`config.mk`:
```
export PLATFORM = sky130hd
export DESIGN_NAME = cgc_clock_gen
export DESIGN_NICKNAME = d
export VERILOG_FILES = /design/src/hdl/cgc_pkg.sv /design/src/hdl/cgc_clk_div.sv /design/src/hdl/cgc_clock_gen.sv
export SDC_FILE = /design/constraint.sdc
export NUM_CORES = 1
export LEC_CHECK = 0
export BUFFER_PORTS_ARGS = -buffer_cell sky130_fd_sc_hd__buf_2
export CAP_MARGIN = 10
export CORE_ASPECT_RATIO = 0.8
export CORE_UTILIZATION = 45
export DETAILED_ROUTE_END_ITERATION = 8
export PLACE_DENSITY = 0.77
export SLEW_MARGIN = 10
export SYNTH_ARGS = -nofsm -noshare
export SYNTH_HDL_FRONTEND = slang
export SYNTH_SLANG_ARGS = --single-unit
```
`constraint.sdc`:
```
create_clock -name ref_clk -period 1.45 [get_ports ref_clk]
set_input_delay 0.2175 -clock ref_clk [delete_from_list [all_inputs] [get_ports ref_clk]]
set_output_delay 0.2175 -clock ref_clk [all_outputs]
set_load 0.1 [all_outputs]
```
`src/hdl/cgc_pkg.sv`:
```
package cgc_pkg;

	// register byte addresses
	localparam logic [15:0] CGC_ADDR_PIN_MODE = 16'hFF9F;
	localparam logic [15:0] CGC_ADDR_CPU_DIV  = 16'hFFFB;
	localparam logic [15:0] CGC_ADDR_OSC_MODE = 16'hFFA0;
	localparam logic [15:0] CGC_ADDR_MAIN_OSC = 16'hFFA2;

	// reset values
	localparam logic [7:0] CGC_RST_PIN_MODE = 8'h00;
	localparam logic [7:0] CGC_RST_CPU_DIV  = 8'h01;
	localparam logic [7:0] CGC_RST_OSC_MODE = 8'h00;
	localparam logic [7:0] CGC_RST_MAIN_OSC = 8'h80;

	// field positions
	localparam int CGC_PM_EXT_BIT    = 7;
	localparam int CGC_PM_SEL_BIT    = 6;
	localparam int CGC_PM_GAIN_BIT   = 0;
	localparam int CGC_OM_STABLE_BIT = 7;
	localparam int CGC_OM_LSHALT_BIT = 1;
	localparam int CGC_MO_HALT_BIT   = 7;
	localparam int CGC_DIV_W         = 3;

	// divider codes 000..100 are legal
	localparam logic [2:0] CGC_DIV_CODE_MAX = 3'h4;

	// pll multiplication factors
	localparam logic [3:0] CGC_PLL_FACTOR_LO = 4'h8;
	localparam logic [3:0] CGC_PLL_FACTOR_HI = 4'hC;

	// timing
	localparam int CGC_CLK_PERIOD_NS  = 40;
	localparam int CGC_HOLD_TIME_NS   = 5000;
	localparam int CGC_HOLD_CYC       =
		(CGC_HOLD_TIME_NS + CGC_CLK_PERIOD_NS - 1) / CGC_CLK_PERIOD_NS;
	localparam int CGC_MIN_INSTR_CPU_CYC = 2;

	typedef struct packed {
		logic [15:0] addr;
		logic        wr;
		logic        rd;
		logic [7:0]  wdata;
	} cgc_bus_req_s;

	typedef struct packed {
		logic x1_port;
		logic x2_port;
		logic resonator;
		logic ext_clk_in;
	} cgc_pin_mode_s;

	typedef enum logic [1:0] {
		CGC_RUN      = 2'b00,
		CGC_HOLD     = 2'b01,
		CGC_OSC_WAIT = 2'b10
	} cgc_hold_e;

endpackage

```
`src/hdl/cgc_clk_div.sv`:
```
`timescale 1ns/1ns
`default_nettype none

module cgc_clk_div #(
	parameter int         SEL_W   = 3,
	parameter int         MAX_SEL = 4,
	parameter logic [2:0] RST_SEL = 3'h1
) (
	// clock and reset
	input  wire logic             ref_clk,
	input  wire logic             sys_rst,
	// division select, log2 of the ratio
	input  wire logic [SEL_W-1:0] sel_req,
	// divided clock as one pulse per period
	output logic                  tick,
	output logic [SEL_W-1:0]      sel_active
);

	localparam int CNT_W = MAX_SEL;

	initial begin
		if (MAX_SEL < 1 || SEL_W < 3)
			$error("cgc_clk_div: unsupported parameters");
	end

	logic [SEL_W-1:0] sel_q;
	logic [CNT_W-1:0] cnt_q;
	logic [CNT_W-1:0] cnt_d;
	wire  [CNT_W-1:0] last_cnt = ~({CNT_W{1'b1}} << sel_q);
	wire              wrap     = (cnt_q == last_cnt);

	// the tick is the last count of every ratio, so swapping at the wrap
	// never cuts a period short
	assign cnt_d      = wrap ? '0 : cnt_q + 1'b1;
	assign tick       = wrap;
	assign sel_active = sel_q;

	always_ff @(posedge ref_clk or posedge sys_rst) begin
		if (sys_rst) begin
			cnt_q <= '0;
			sel_q <= SEL_W'(RST_SEL);
		end else begin
			cnt_q <= cnt_d;
			if (wrap)
				sel_q <= sel_req;
		end
	end

endmodule // cgc_clk_div

`default_nettype wire

```
`src/hdl/cgc_clock_gen.sv`:
```
// Notes on behaviour
// - low-speed oscillator runs right after every reset release
// - low-speed stop write works only when the option permits it
// - low-speed clock never drives the cpu; only watchdog and timer h1
// - pll multiplies by 8 or 12 per select bit; halt bit stops it
// - pin mode bits 7:6: 00/10 ports, 01 resonator, 11 external clock
// - reset clears pin mode register: ports, low gain
// - gain bit 0: low up to 10 MHz, high above; software sets it
// - gain bit takes one change per reset; later writes ignored
// - gain going to 1 holds the cpu clock at least 5 us
// - stop exit with high gain: 5 us hold, or oscillator wait on resonator
// - divider codes 000..100 give main clock /1../16; others prohibited
// - reset loads divider register with 01: main clock divided by two
// - shortest instruction takes two cpu clock periods
// - internal mode bit 1: 0 oscillates, 1 stops low-speed oscillator
// - main oscillator bit 7 set halts resonator or blocks external clock
`timescale 1ns/1ns
`default_nettype none

module cgc_clock_gen #(
	parameter int HOLD_CYC = cgc_pkg::CGC_HOLD_CYC
) (
	// clock and reset
	input  wire logic                 ref_clk,
	input  wire logic                 sys_rst,
	// memory access port
	input  wire cgc_pkg::cgc_bus_req_s bus_req,
	output logic [7:0]                bus_rdata,
	// option and system status
	input  wire logic                 ls_stop_allowed,
	input  wire logic                 hs_int_osc_stable,
	input  wire logic                 stop_mode,
	input  wire logic                 cpu_on_resonator,
	input  wire logic                 osc_stable_done,
	input  wire logic                 timer_h1_ls_sel,
	// pll control bits
	input  wire logic                 pll_multiplier_sel,
	input  wire logic                 pll_halt,
	// oscillator and pin controls
	output logic                      lowspeed_osc_run,
	output logic                      wdt_lowspeed_en,
	output logic                      timer_h1_lowspeed_en,
	output cgc_pkg::cgc_pin_mode_s    pin_mode,
	output logic                      high_freq_gain,
	output logic                      hs_clock_halt,
	output logic                      hs_osc_enable,
	output logic                      pll_run,
	output logic [3:0]                pll_factor,
	// cpu clock
	output logic                      cpu_clk_tick,
	output logic                      cpu_clk_hold,
	output logic [5:0]                min_instr_ref_cycles
);
	import cgc_pkg::*;

	localparam int HOLD_W = $clog2(HOLD_CYC + 1);

	initial begin
		if (HOLD_CYC < 1)
			$error("cgc_clock_gen: HOLD_CYC must be at least one");
	end

	// register state
	logic             ext_clock_select_q;
	logic             osc_pin_select_q;
	logic             gain_q;
	logic             gain_locked_q;
	logic [2:0]       div_sel_q;
	logic             ls_halt_q;
	logic             mo_halt_q;
	logic [7:0]       rdata_q;
	logic             stop_mode_q;
	cgc_hold_e        state_q;
	cgc_hold_e        state_d;
	logic [HOLD_W-1:0] hold_cnt_q;
	logic [HOLD_W-1:0] hold_cnt_d;

	// address decode
	wire hit_pm  = (bus_req.addr == CGC_ADDR_PIN_MODE);
	wire hit_div = (bus_req.addr == CGC_ADDR_CPU_DIV);
	wire hit_om  = (bus_req.addr == CGC_ADDR_OSC_MODE);
	wire hit_mo  = (bus_req.addr == CGC_ADDR_MAIN_OSC);
	wire wr_pm   = bus_req.wr & hit_pm;
	wire wr_div  = bus_req.wr & hit_div;
	wire wr_om   = bus_req.wr & hit_om;
	wire wr_mo   = bus_req.wr & hit_mo;

	// write data fields
	wire w_ext   = bus_req.wdata[CGC_PM_EXT_BIT];
	wire w_sel   = bus_req.wdata[CGC_PM_SEL_BIT];
	wire w_gain  = bus_req.wdata[CGC_PM_GAIN_BIT];
	wire [2:0] w_div = bus_req.wdata[CGC_DIV_W-1:0];
	wire w_lshalt = bus_req.wdata[CGC_OM_LSHALT_BIT];
	wire w_mohalt = bus_req.wdata[CGC_MO_HALT_BIT];

	// pin mode changes are honoured only with the high-speed clock halted,
	// so the pins never switch under a live oscillator
	wire pin_wr_ok = wr_pm & mo_halt_q;
	// one change of the gain bit per reset, after which it is frozen
	wire gain_chg  = wr_pm & ~gain_locked_q & (w_gain != gain_q);
	wire gain_rise = gain_chg & w_gain;
	// prohibited divider codes are dropped and the old ratio stays
	wire div_wr_ok = wr_div & (w_div <= CGC_DIV_CODE_MAX);
	// without the option, the stop request is not stored at all
	wire ls_wr_val = w_lshalt & ls_stop_allowed;

	always_ff @(posedge ref_clk or posedge sys_rst) begin
		if (sys_rst) begin
			ext_clock_select_q <= CGC_RST_PIN_MODE[CGC_PM_EXT_BIT];
			osc_pin_select_q   <= CGC_RST_PIN_MODE[CGC_PM_SEL_BIT];
			gain_q             <= CGC_RST_PIN_MODE[CGC_PM_GAIN_BIT];
			gain_locked_q      <= 1'b0;
		end else begin
			if (pin_wr_ok) begin
				ext_clock_select_q <= w_ext;
				osc_pin_select_q   <= w_sel;
			end
			if (gain_chg) begin
				gain_q        <= w_gain;
				gain_locked_q <= 1'b1;
			end
		end
	end

	always_ff @(posedge ref_clk or posedge sys_rst) begin
		if (sys_rst) begin
			div_sel_q <= CGC_RST_CPU_DIV[CGC_DIV_W-1:0];
			ls_halt_q <= CGC_RST_OSC_MODE[CGC_OM_LSHALT_BIT];
			mo_halt_q <= CGC_RST_MAIN_OSC[CGC_MO_HALT_BIT];
		end else begin
			if (div_wr_ok)
				div_sel_q <= w_div;
			if (wr_om)
				ls_halt_q <= ls_wr_val;
			if (wr_mo)
				mo_halt_q <= w_mohalt;
		end
	end

	// read path; unmapped addresses and reserved bits read zero
	wire [7:0] rd_pm  = {ext_clock_select_q, osc_pin_select_q, 5'h00, gain_q};
	wire [7:0] rd_div = {5'h00, div_sel_q};
	wire [7:0] rd_om  = {hs_int_osc_stable, 5'h00, ls_halt_q, 1'b0};
	wire [7:0] rd_mo  = {mo_halt_q, 7'h00};
	wire [7:0] rd_mux = hit_pm  ? rd_pm  :
	                    hit_div ? rd_div :
	                    hit_om  ? rd_om  :
	                    hit_mo  ? rd_mo  : 8'h00;

	always_ff @(posedge ref_clk or posedge sys_rst) begin
		if (sys_rst)
			rdata_q <= 8'h00;
		else if (bus_req.rd)
			rdata_q <= rd_mux;
	end

	assign bus_rdata = rdata_q;

	// low-speed oscillator and its only consumers
	assign lowspeed_osc_run     = ~ls_halt_q;
	assign wdt_lowspeed_en      = lowspeed_osc_run;
	assign timer_h1_lowspeed_en = lowspeed_osc_run & timer_h1_ls_sel;

	// pin operation mode
	wire pm_res = ~ext_clock_select_q & osc_pin_select_q;
	wire pm_ext = ext_clock_select_q & osc_pin_select_q;
	assign pin_mode.x1_port    = ~pm_res;
	assign pin_mode.x2_port    = ~osc_pin_select_q;
	assign pin_mode.resonator  = pm_res;
	assign pin_mode.ext_clk_in = pm_ext;
	assign high_freq_gain      = gain_q;
	assign hs_clock_halt       = mo_halt_q;
	// the stop instruction also shuts the high-speed source down
	assign hs_osc_enable = osc_pin_select_q & ~mo_halt_q & ~stop_mode;

	// pll
	assign pll_run    = ~pll_halt;
	assign pll_factor = pll_multiplier_sel ? CGC_PLL_FACTOR_HI
	                                       : CGC_PLL_FACTOR_LO;

	// cpu clock hold sequencer, counted on ref_clk which never stops
	// during a hold, unlike the cpu clock being held
	wire stop_exit = stop_mode_q & ~stop_mode;
	wire hold_done = (hold_cnt_q == HOLD_W'(1));

	always_comb begin
		state_d    = state_q;
		hold_cnt_d = hold_cnt_q;
		unique case (state_q)
			CGC_RUN: begin
				if (gain_rise) begin
					state_d    = CGC_HOLD;
					hold_cnt_d = HOLD_W'(HOLD_CYC);
				end else if (stop_exit & gain_q) begin
					if (cpu_on_resonator) begin
						state_d = CGC_OSC_WAIT;
					end else begin
						state_d    = CGC_HOLD;
						hold_cnt_d = HOLD_W'(HOLD_CYC);
					end
				end
			end
			CGC_HOLD: begin
				hold_cnt_d = hold_cnt_q - 1'b1;
				if (hold_done)
					state_d = CGC_RUN;
			end
			CGC_OSC_WAIT: begin
				if (osc_stable_done)
					state_d = CGC_RUN;
			end
			default: begin
				state_d = CGC_RUN;
			end
		endcase
	end

	always_ff @(posedge ref_clk or posedge sys_rst) begin
		if (sys_rst) begin
			state_q     <= CGC_RUN;
			hold_cnt_q  <= '0;
			stop_mode_q <= 1'b0;
		end else begin
			state_q     <= state_d;
			hold_cnt_q  <= hold_cnt_d;
			stop_mode_q <= stop_mode;
		end
	end

	// cpu clock divider, fed from the main system clock only
	logic       div_tick;
	logic [2:0] div_active;

	cgc_clk_div #(
		.SEL_W   (CGC_DIV_W),
		.MAX_SEL (int'(CGC_DIV_CODE_MAX)),
		.RST_SEL (CGC_RST_CPU_DIV[2:0])
	) u_div (
		.ref_clk    (ref_clk),
		.sys_rst    (sys_rst),
		.sel_req    (div_sel_q),
		.tick       (div_tick),
		.sel_active (div_active)
	);

	// the exit edge itself is held as well: the sequencer leaves run one
	// edge later, and a divider wrap on that edge would slip a tick through
	assign cpu_clk_hold = (state_q != CGC_RUN) | stop_mode |
	                      (stop_exit & gain_q);
	assign cpu_clk_tick = div_tick & ~cpu_clk_hold;

	// two cpu periods expressed in main clock cycles
	assign min_instr_ref_cycles =
		6'(CGC_MIN_INSTR_CPU_CYC) << div_active;

endmodule // cgc_clock_gen

`default_nettype wire

```
* Word level (Yosys, flattened, before mapping)
Index checks and enable logic that the tools add are counted.
** Operators by class
- Bitwise operators :: 30
- Order comparisons :: 1
- Reductions and logical operators :: 5
- Muxes and demuxes :: 16
- Equality and inequality tests :: 13
- Shift operators :: 2
- Add/subtract/negate cells :: 2
** Operators with widths (count)
- 16-bit == test (second input constant) :: 4
- 8-bit two-way mux :: 4
- 7-bit two-way mux :: 3
- 1-bit AND :: 18
- 7-bit one-hot mux with 2 select lines :: 1
- 2-bit two-way mux :: 5
- 1-bit inverter :: 9
- 7-bit by 1-bit == test with 1-bit output (second input constant) :: 1
- 7-bit by 1-bit subtractor with 7-bit output (second input constant) :: 1
- 3-bit inequality test (second input constant) :: 2
- 2-bit one-hot mux with 3 select lines :: 1
- 3-bit AND reduction :: 2
- 2-bit by 3-bit left shift with 6-bit output (first input constant) :: 1
- 4-bit by 1-bit adder with 4-bit output (second input constant) :: 1
- 4-bit == test :: 1
- 4-bit two-way mux :: 1
- 2-bit inequality test (second input constant) :: 2
- 4-bit inverter :: 1
- 2-bit nonzero test :: 2
- 4-bit by 3-bit left shift with 4-bit output (first input constant) :: 1
- 3-bit <= comparator (second input constant) :: 1
- 3-bit two-way mux :: 1
- 2-bit by 1-bit == test with 1-bit output (second input constant) :: 1
- 2-bit == test (second input constant) :: 1
- other kinds (3) :: 4
** Word-level totals
- Input port bits :: 36
- Word-level logic and storage cells :: 82
- Bits in registers :: 34
- Output and inout bits :: 31

* Depth between registers and ports, before layout
Gate-level depths: netlist of run 1.
- Depth after elaboration :: 7
- Depth in mapped cells :: 5
- Gate-level depth less buffers :: 5

* Modules after synthesis
From an unflattened synthesis of run 1, not the netlist that was laid out.
** Unflattened totals
- Cell total of the unflattened synthesis :: 183
- Area total of the unflattened synthesis :: 1868.0 um2
** By module, submodules not included
- cgc_clock_gen :: seq. area each 603.1 um2, area an instance 1514.0 um2, cells each 156, times used 1
- cgc_clk_div :: seq. area each 176.4 um2, area an instance 354.1 um2, cells each 27, times used 1

* Least setup slack after synthesis of run 1
OpenSTA, ideal clock, no wires.
- Path type :: reg2out
- Start point :: register u_div.sel_q[2] (netlist: u_div.sel_active[2])
- End point :: output port cpu_clk_tick
- Arrival :: 5321 ps
- Buffers on the path :: 1
- Stages on the path, launching flop included :: 5
- Path slack :: -4089 ps
- Data required time :: 1233 ps
- Cells stage by stage :: dfrtp_1 > clkbuf_1 > nor3_1 > nand2_1 > a211oi_1
** Between the ends
- Longest elaborated chain between the ends :: 4
** RTL lines
- from (decl) :: RTL line cgc_clk_div.sv:26 : logic [SEL_W-1:0] sel_q;
- from (signal assigned) :: RTL line cgc_clk_div.sv:41 : sel_q <= SEL_W'(RST_SEL);
- from (signal assigned) :: RTL line cgc_clk_div.sv:45 : sel_q <= sel_req;
- 4-bit by 3-bit left shift with 4-bit output :: RTL line cgc_clk_div.sv:29 : wire [CNT_W-1:0] last_cnt = ~({CNT_W{1'b1}} << sel_q);
- 4-bit inverter :: RTL line cgc_clk_div.sv:29
- 4-bit == test :: RTL line cgc_clk_div.sv:30 : wire wrap = (cnt_q == last_cnt);
- 1-bit AND :: RTL line cgc_clock_gen.sv:250 : assign cpu_clk_tick = div_tick & ~cpu_clk_hold;
- to (decl) :: RTL line cgc_clock_gen.sv:50 : output logic cpu_clk_tick,
Every way passes these cells.

* Worst setup path in the final report of run 1
- Start point :: register gain_q (netlist: high_freq_gain)
- End point :: output port cpu_clk_tick
** Between the ends
- Longest elaborated chain between the ends :: 4
** RTL lines
- from (decl) :: RTL line cgc_clock_gen.sv:66 : logic gain_q;
- from (signal assigned) :: RTL line cgc_clock_gen.sv:111 : gain_q <= CGC_RST_PIN_MODE[CGC_PM_GAIN_BIT];
- from (signal assigned) :: RTL line cgc_clock_gen.sv:119 : gain_q <= w_gain;
- 1-bit AND :: RTL line cgc_clock_gen.sv:249 : (stop_exit & gain_q);
- 1-bit bitwise OR :: RTL line cgc_clock_gen.sv:248 : assign cpu_clk_hold = (state_q != CGC_RUN) | stop_mode |
- 1-bit inverter :: RTL line cgc_clock_gen.sv:250
- 1-bit AND :: RTL line cgc_clock_gen.sv:250
Every way passes these cells.

==> results.json, run 1 <==
{
  "vias": 1754,
  "nNetsFinal": 311,
  "p_seq_share_pct": 44.0,
  "p_leak_nw": 1.385,
  "synth_top_area_share_pct": 37.91,
  "vdd_drop_max_mv": 0.3568,
  "finalHoldViolCount": 3,
  "cts_tree": "yes",
  "final_cells": 328,
  "first_global_vias": 1644,
  "cap_violations": 0,
  "syn_area_per_cell_um2": 9.882,
  "grt_overflow": 0,
  "diodes": 0,
  "clkLatencyLatePin_ps": 280,
  "syn_area_mm2": 0.001848,
  "path_cells": "a2111o_2 > a211oi_4 > buf_12",
  "intPower_w": 0.001420,
  "yosys_register_bits": 31,
  "synthCells": 187,
  "failed_checks": "negative hold slack, negative setup slack",
  "die_h_um": 59.32,
  "numPortBuffers": 54,
  "routed_wl_mm": 4.683,
  "mostFrequentLayoutCells": "buf_2 (37), buf_4 (25), dfrtp_1 (24)",
  "drtIter0Drc": 93,
  "viasPerCell": 5.348,
  "dieArea_mm2": 0.004369,
  "crit_required_ps": 1230,
  "area_delta_synth_final_pct": 56.60,
  "synth.area.top_cells": "dfrtp_1 (38%), buf_4 (4.5%), dfstp_2 (4.3%), a21oi_1 (3.5%), inv_1 (3.2%)",
  "slowest_delay_ps": 490,
  "cts_sinks": 31,
  "post-route-period-util_pct": 132.9,
  "p_total_w": 0.002076,
  "p_comb_share_pct": 24.9,
  "ys_seq_area_share_pct": 42.18,
  "dpl.hpwl_mm": 3.423,
  "clkSlewWorstSetupHoldPaths_ps": 70,
  "synthArstFlopShare_pct": 100.0,
  "crit_fanout": 2,
  "finClkSkew_ps": 4.579,
  "finalMaxSlewViolations": 0,
  "whs_ps": -0.4722,
  "power_density_mw_per_mm2": 717.3,
  "synth_flop_cell": "dfrtp_1",
  "p_sw_w": 0.0006557,
  "fin_ws_ps": -477.0,
  "globalplace.congestion": 0.7755,
  "synthDistinctLibCells": 54,
  "clkPwrFrac_pct": 31.1,
  "crit_type": "register to output pin",
  "start_util_pct": 47.95,
  "rsz0062_at_grt": "yes",
  "slowest_stage": "a2111o_2",
  "grt_pass1_wl_mm": 7.403,
  "final_common_cell": "buf_2",
  "core-area_mm2": 0.003854,
  "dp.cells": 313,
  "ctsRootBufferMaster": "clkbuf_8",
  "wl_per_cell_um": 14.28,
  "drive_gt1_share_pct": 50.18,
  "sw_frac_of_total_pct": 31.58,
  "antenna_found_initial": 0,
  "grt_max_degree": 32,
  "finalCriticalPeriod_ps": 1927,
  "hp-class": "input pin to async pin",
  "holdBufCountCts": 0,
  "yosys.area.top_type": "dfrtp_1",
  "rows": 20,
  "clk_path_buf_depth": 2,
  "synth_edf_count": 0,
  "drc": 0,
  "pin_count": 67,
  "cts_inserted_buffers": 5,
  "dr.pass1.iters": 4,
  "antenna_left": 0,
  "htreeDepth": 2,
  "max_freq_mhz": 518.9,
  "setup_violations": 22,
  "gr-usage-all-layers_pct": 23.31,
  "startpoint_type": "register",
  "endpoint_kind": "output pin",
  "die-width_um": 73.65,
  "yosysWarnings": 0,
  "cp.arrival_ps": 1710,
  "outcome": "finished with violations"
}
worst max-delay path, delay by kind of cell, from the launching register on:
kind,cells,cell delay [ps]
buf+inv,1,210
flops,1,470
compound gates,2,750
layout make-up:
class	count	area [µm²]
fill	274	959.7
sequential	31	790.8
clock inverter	1	5.005
inverter	16	63.81
clock buffer	7	76.32
timing repair buffer	87	803.3
tap	55	68.82
multi-input combinational	131	1086
per-layer routing:
layer	global-route usage, %	wire [µm]	vias to the layer above
li1	-	-	837
met1	29.38	2107	838
met2	38.14	2212	70
met3	7.313	284	9
met4	7.967	79	0
met5	0	0	-
synth_stat cells (3+ instances only):
library cell and count:
dfrtp_1 28, nand2_1 8, nor4_1 5, nand2b_1 4, nor2_1 10, and4bb_2 3, nor3b_1 4, nor3_1 3
xor2_1 4, o21ai_0 4, nand3_1 9, mux2_2 4, ha_1 3, a21oi_1 13, buf_4 11, inv_1 16
nor2b_1 3, dfstp_2 3, a22oi_1 3
cell families after synthesis:
logic type | after synthesis | synth area share (%)
xor+xnor | 5 | 2.370
buf+inv | 30 | 8.463
fa+ha+maj | 3 | 2.031
other cells | 2 | 0.4064
mux | 8 | 5.146
simple gates | 66 | 23.29
flops | 31 | 42.18
compound gates | 42 | 16.11
registers in the layout, indices dropped and copies added (netlist names):
register and count:
hold_cnt_q 7, bus_rdata 5, u_div.cnt_q 4, div_sel_q 3, u_div.sel_active 3, state_q 2, ext_clock_select_q 1, gain_locked_q 1
high_freq_gain 1, hs_clock_halt 1, ls_halt_q 1, osc_pin_select_q 1, stop_mode_q 1
path summary, 6_finish.rpt:
kind	start	end	slack [ps]	cells past startpoint
min reg2reg	bus_rdata[6]$_DFFE_PP0P_	bus_rdata[6]$_DFFE_PP0P_	480	1
min in group ref_clk	bus_req[6]	osc_pin_select_q$_DFFE_PP0P_	170	2
max reg2reg	high_freq_gain$_DFFE_PP0N_	hold_cnt_q[2]$_DFFE_PP0P_	-170	5
max in group asynchronous	sys_rst	u_div.sel_active[0]$_DFFE_PP1N_	1130	3
max	high_freq_gain$_DFFE_PP0N_	cpu_clk_tick	-480	3
min	sys_rst	hold_cnt_q[5]$_DFFE_PP0P_	-0.5	3
repair_timing:
item	CTS	global route
pin swaps	12	4
endpoints found under the setup margin	23	23
buffers inserted	1	7
endpoints found under the hold margin	0	0
resized for setup	15	15
cloned	0	0
power by group through the flow:
| stage | sequential, W | combinational [W] | clock, W |
|---|---|---|---|
| 2_1_floorplan | 0.000941 | 0.000283 | 0 |
| 3_3_place_gp | 0.000924 | 0.000426 | 0 |
| 3_5_place_dp | 0.000926 | 0.000437 | 0 |
| 4_1_cts | 0.000912 | 0.000479 | 0.000650 |
| 5_1_grt | 0.000914 | 0.000552 | 0.000708 |
| 6_report | 0.000913 | 0.000518 | 0.000645 |
per-stage QoR:
| stage | setup TNS [ps] | utilization (%) | area [µm²] | setup WS (ps) | hold slack [ps] |
|---|---|---|---|---|---|
| after global routing | -5121 | 75.10 | 2894 | -537.4 | 40.38 |
| after CTS | -3001 | 72.53 | 2795 | -445.2 | 12.20 |
| after detailed placement | -1843 | 68.34 | 2634 | -164.2 | 313.8 |
| after global placement | -717.3 | 68.34 | 2634 | -143.3 | 309.4 |
| after floorplan | -7947 | - | 1976 | -1216 | 248.9 |
| final | -3786 | 75.10 | 2894 | -477.0 | -0.4722 |
Note: power is estimated with default switching activity, not from simulation.
==> run 2: changes to the inputs <==
- CORE_MARGIN: default -> 10
==> run 2 against run 1 <==
Compared with the run above:
- the run ends with negative setup slack left
- clock skew shrank 3.7 ps
- critical path depth is the same
- maximum frequency shrank 1.8%
- via count grew 1.4%
- worst hold slack gained 12 ps
- worst setup slack lost 35 ps
- non-clock buffer count grew 4
- flip-flop and latch count is the same
- largest power group unchanged
- sequential power grew 0.4%
- routed wire length grew 20%
- sequential share of layout area shrank 0.71 points
==> results.json, run 2 (synthesis results as in run 1) <==
{
  "routed_wl_mm": 5.598,
  "r2r_setup_slack_ps": -250,
  "gr-usage-all-layers_pct": 14.79,
  "seqCellArea_um2": 790.8,
  "multi_input_area_mm2": 0.001127,
  "final_cells": 332,
  "drtIter0Drc": 53,
  "globalplace.congestion": 0.8059,
  "max_freq_mhz": 509.7,
  "htreeDepth": 2,
  "setup_violations": 23,
  "finalMaxSlewViolations": 0,
  "ctsRootBufferMaster": "clkbuf_8",
  "dieArea_mm2": 0.007086,
  "n_fill_cell": 255,
  "clk_path_buf_depth": 2,
  "post-route-period-util_pct": 135.3,
  "clkLatencyLatePin_ps": 280,
  "rsz0062_at_grt": "yes",
  "grt_max_degree": 32,
  "viasPerCell": 5.358,
  "area_delta_synth_final_pct": 60.80,
  "startpoint": "high_freq_gain$_DFFE_PP0N_",
  "outcome": "finished with violations",
  "p_leak_nw": 1.407,
  "crit_fanout": 2,
  "ff2ff_path_depth": 5,
  "diodes": 0,
  "die_h_um": 77.32,
  "cts_inserted_buffers": 5,
  "endpoint_kind": "output pin",
  "crit_type": "register to output pin",
  "dp.cells": 310,
  "path_cells": "a2111o_2 > a211oi_4 > buf_12",
  "whs_ps": 11.03,
  "startpoint_type": "register",
  "grt_pass1_wl_mm": 8.742,
  "vias": 1779,
  "largest_register_ffs": 7,
  "r2r-end": "u_div.sel_active[1]$_DFFE_PP0N_",
  "dp_slack_ps": -191.4,
  "failed_checks": "negative setup slack",
  "dr.pass1.iters": 4,
  "finalHoldViolCount": 0,
  "critical_path.top_delay_family": "compound AO/OA/AOI/OAI gates",
  "crit_required_ps": 1230,
  "hp-class": "input pin to async pin",
  "cp.buffers_inverters": 1,
  "clkSlewWorstSetupHoldPaths_ps": 60,
  "mostFrequentLayoutCells": "buf_2 (37), buf_4 (27), dfrtp_1 (24)",
  "drive_gt1_share_pct": 52.71,
  "core-area_mm2": 0.003879,
  "finClkSkew_ps": 0.8581,
  "drc": 0,
  "dpl.hpwl_mm": 3.986,
  "p_total_w": 0.002092,
  "cts_tree": "yes",
  "nNetsFinal": 315,
  "start_util_pct": 47.65,
  "vdd_drop_max_mv": 0.4577,
  "wl_per_cell_um": 16.86,
  "regMostFlops": "hold_cnt_q",
  "antenna_left": 0,
  "cap_violations": 0,
  "holdBufCountCts": 0,
  "first_global_vias": 1848,
  "grt_overflow": 0,
  "cp.arrival_ps": 1740,
  "fin_ws_ps": -512.0,
  "regToRegStartpoint": "u_div.sel_active[1]$_DFFE_PP0N_",
  "pin_count": 67,
  "finalCriticalPeriod_ps": 1962,
  "setup_tns_ps": -3806,
  "die-width_um": 91.65,
  "cts_sinks": 31,
  "final_common_cell": "buf_2",
  "slowest_stage": "a2111o_2",
  "numPortBuffers": 54,
  "rows": 20,
  "power_density_mw_per_mm2": 704.1,
  "antenna_found_initial": 0,
  "slowest_delay_ps": 490
}
[run 2: cell types whose count changed in the layout (fill, tap and decap cells not counted), moves of 2 or more]
cell / delta
buf_6: +2
a22oi_2: +2
a22oi_1: -2
buf_4: +2
[run 2: area by class of cell]
type | instances | area share, %
Clock buffer | 8 | 2.695
Multi-Input combinational cell | 131 | 37.94
Timing Repair Buffer | 91 | 28.29
Tap cell | 55 | 2.316
Inverter | 16 | 2.147
Sequential cell | 31 | 26.61
[run 2: layer usage]
layer | track usage, % | wire (µm) | vias to the layer above
met2 | 22.41 | 2664 | 79
met5 | 0 | 0 | -
met4 | 5.156 | 92 | 0
met3 | 9.047 | 604 | 10
met1 | 16.75 | 2236 | 853
li1 | - | - | 837
[run 2: worst max path at each step]
| stage | endpoint | slack (ps) | cells past startpoint |
|---|---|---|---|
| global placement | cpu_clk_tick | -140 | 4 |
| finish | cpu_clk_tick | -510 | 3 |
| CTS | cpu_clk_tick | -460 | 3 |
| global route | cpu_clk_tick | -550 | 4 |
| floorplan | cpu_clk_tick | -1220 | 4 |
| detailed placement | u_div.sel_active[1]$_DFFE_PP0N_ | -190 | 5 |
[run 2: repair_timing]
item                                   4_1_cts  5_1_grt
buffers inserted                             5       12
resized for setup                           13       26
setup endpoints to repair                   23       23
pin swaps                                    5       14
cloned                                       0        0
endpoints found under the hold margin        0        0
[run 2: metrics by stage]
stage | util [%] | cell area (µm²)
finish | 76.61 | 2972
global route | 76.61 | 2972
CTS | 71.61 | 2778
detailed placement | 67.32 | 2611
global placement | 67.32 | 2611
floorplan | - | 1976
[run 2: power by group]
group	internal [W]	leakage (nW)	total [W]	switching [W]
Combinational	0.000196	0.986	0.000520	0.000323
Clock	0.000341	0.0395	0.000656	0.000315
Sequential	0.000889	0.381	0.000917	0.0000279
Total	0.00143	1.41	0.00209	0.000666
[run 2: worst min-delay path, stage by stage]
cell	delay [ps]
buf_2	100
inv_1	40
buf_4	350
==> run 3: changes to the inputs <==
- CTS_BUF_LIST: default -> sky130_fd_sc_hd__clkbuf_16
- CTS_CLUSTER_SIZE: default -> 28
- MAX_ROUTING_LAYER: default -> met4
==> run 3 against run 2 <==
Compared with the run above:
- the run still ends with negative setup slack left
- cell count down 1.8%
- final area down 2.3%
- global-route usage up 0.61 points
- worst hold slack better by 12 ps
- register-to-register slack better by 80 ps
- maximum frequency up 1.3%
- die area unchanged
==> results.json, run 3 (synthesis results as in run 1) <==
{
  "outcome": "finished with violations",
  "failed_checks": "negative setup slack",
  "die-width_um": 91.65,
  "globalplace.congestion": 0.8176,
  "start_util_pct": 47.65,
  "clk_path_buf_depth": 2,
  "final_cells": 326,
  "p_comb_share_pct": 21.0,
  "fin_ws_ps": -485.9,
  "numPortBuffers": 54,
  "gr-usage-all-layers_pct": 15.39,
  "holdBufCountCts": 0,
  "setup_violations": 22,
  "post-route-period-util_pct": 133.5,
  "dp.cells": 310,
  "r2r_setup_slack_ps": -170,
  "vias": 1724,
  "clkPwrFrac_pct": 40.4,
  "startpoint_type": "register",
  "path_cells": "a2111o_2 > a211oi_4 > buf_12",
  "crit_required_ps": 1230,
  "routed_wl_mm": 5.448,
  "finClkSkew_ps": 3.828,
  "dr.pass1.iters": 4,
  "drtIter0Drc": 72,
  "finalInstanceArea_mm2": 0.002904,
  "rows": 20,
  "grt_use_met3_pct": 6.712,
  "htreeDepth": 2,
  "mostFrequentLayoutCells": "buf_2 (37), dfrtp_1 (24), buf_4 (23)",
  "slowest_delay_ps": 490,
  "cp.arrival_ps": 1720,
  "clkLatencyLatePin_ps": 270,
  "final_common_cell": "buf_2",
  "finalCriticalPeriod_ps": 1936,
  "vdd_drop_max_mv": 0.5100,
  "diodes": 0,
  "p_sw_w": 0.0006822,
  "clkSlewWorstSetupHoldPaths_ps": 50,
  "nNetsFinal": 309,
  "dieArea_mm2": 0.007086,
  "cts_sinks": 31,
  "pin_count": 67,
  "viasPerCell": 5.288,
  "cap_violations": 0,
  "cts_tree": "yes",
  "whs_ps": 22.74,
  "largest_register_ffs": 7,
  "max_freq_mhz": 516.5,
  "p_total_w": 0.002370,
  "crit_type": "register to output pin",
  "finalMaxSlewViolations": 0,
  "met2_usage_pct": 22.55,
  "endpoint_kind": "output pin",
  "grt_max_degree": 32,
  "slowest_stage": "a2111o_2",
  "die_h_um": 77.32,
  "grt_overflow": 0,
  "dpl.hpwl_mm": 3.986,
  "p_seq_share_pct": 38.6,
  "n_fill_cell": 269,
  "core-area_mm2": 0.003879,
  "cts_inserted_buffers": 5,
  "crit_fanout": 2,
  "cp.buffers_inverters": 1,
  "intPower_w": 0.001688,
  "finalHoldViolCount": 0,
  "ctsRootBufferMaster": "clkbuf_16",
  "drc": 0,
  "sw_frac_of_total_pct": 28.78,
  "met1_usage_pct": 18.46,
  "grt-busiest-layer": "met2",
  "drive_gt1_share_pct": 48.71,
  "hp-class": "input pin to async pin",
  "wl_per_cell_um": 16.71,
  "power_density_mw_per_mm2": 816.1,
  "place_area_mm2": 0.002611,
  "grt_pass1_wl_mm": 8.811,
  "critical_path.top_delay_family": "compound AO/OA/AOI/OAI gates",
  "rsz0062_at_grt": "yes",
  "area_delta_synth_final_pct": 57.14,
  "regMostFlops": "hold_cnt_q",
  "p_leak_nw": 1.406,
  "antenna_left": 0,
  "antenna_found_initial": 0,
  "first_global_vias": 1856
}
==> run 3: cell count changes in the layout (fill, tap and decap cells not counted), moves of 3 or more <==
cell | before | now
inv_1 | 15 | 18
clkbuf_16 | 0 | 5
buf_4 | 27 | 23
clkbuf_1 | 3 | 0
clkbuf_8 | 5 | 0
==> run 3: worst paths after layout <==
check | start | endpoint | cells after the start
max reg2reg | u_div.sel_active[1]$_DFFE_PP0N_ | u_div.sel_active[2]$_DFFE_PP0N_ | 6
min reg2reg | bus_rdata[0]$_DFFE_PP0P_ | bus_rdata[0]$_DFFE_PP0P_ | 1
min in group ref_clk | bus_req[6] | osc_pin_select_q$_DFFE_PP0P_ | 2
min | sys_rst | state_q[1]$_DFFE_PP0P_ | 3
max in group asynchronous | sys_rst | div_sel_q[0]$_DFFE_PP1P_ | 3
max | high_freq_gain$_DFFE_PP0N_ | cpu_clk_tick | 3
==> run 3: power groups by stage <==
| stage | Combinational, W | Clock, W | Sequential (W) |
|---|---|---|---|
| after detailed placement | 0.000454 | 0 | 0.000925 |
| final | 0.000499 | 0.000957 | 0.000915 |
| after floorplan | 0.000283 | 0 | 0.000941 |
| after global placement | 0.000437 | 0 | 0.000924 |
| after CTS | 0.000488 | 0.000980 | 0.000913 |
| after global routing | 0.000541 | 0.00102 | 0.000917 |
==> run 3: routing by layer <==
layer | up-vias | routed length [µm]
li1 | 827 | -
met2 | 72 | 2483
met5 | - | 0
met4 | 0 | 95
met3 | 9 | 420
met1 | 816 | 2448
==> run 3: final cells by class <==
cell class | count | area, µm² | share of cell area [%]
Multi-Input combinational cell | 131 | 1065 | 36.67
Clock buffer | 5 | 125.1 | 4.308
Inverter | 16 | 63.81 | 2.197
Clock inverter | 3 | 11.26 | 0.3878
Sequential cell | 31 | 790.8 | 27.23
Timing Repair Buffer | 85 | 779.5 | 26.84
Tap cell | 55 | 68.82 | 2.370
==> run 3: worst min-delay path, cell delays in order <==
cell   delay (ps)
buf_2         100
inv_1          40
buf_4         350
==> run 3: repair_timing <==
action                     4_1_cts  5_1_grt
buffers inserted                 5        6
pin swaps                        5        6
gates resized for setup         13       11
setup endpoints to repair       23       22
==> run 3: stage by stage <==
step	setup slack, ps	TNS [ps]	utilization [%]
CTS	-444.1	-2412	73.06
global route	-510.4	-4494	74.87
global placement	-142.2	-1073	67.32
finish	-485.9	-3236	74.87
floorplan	-1216	-7947	-
detailed placement	-191.4	-1724	67.32
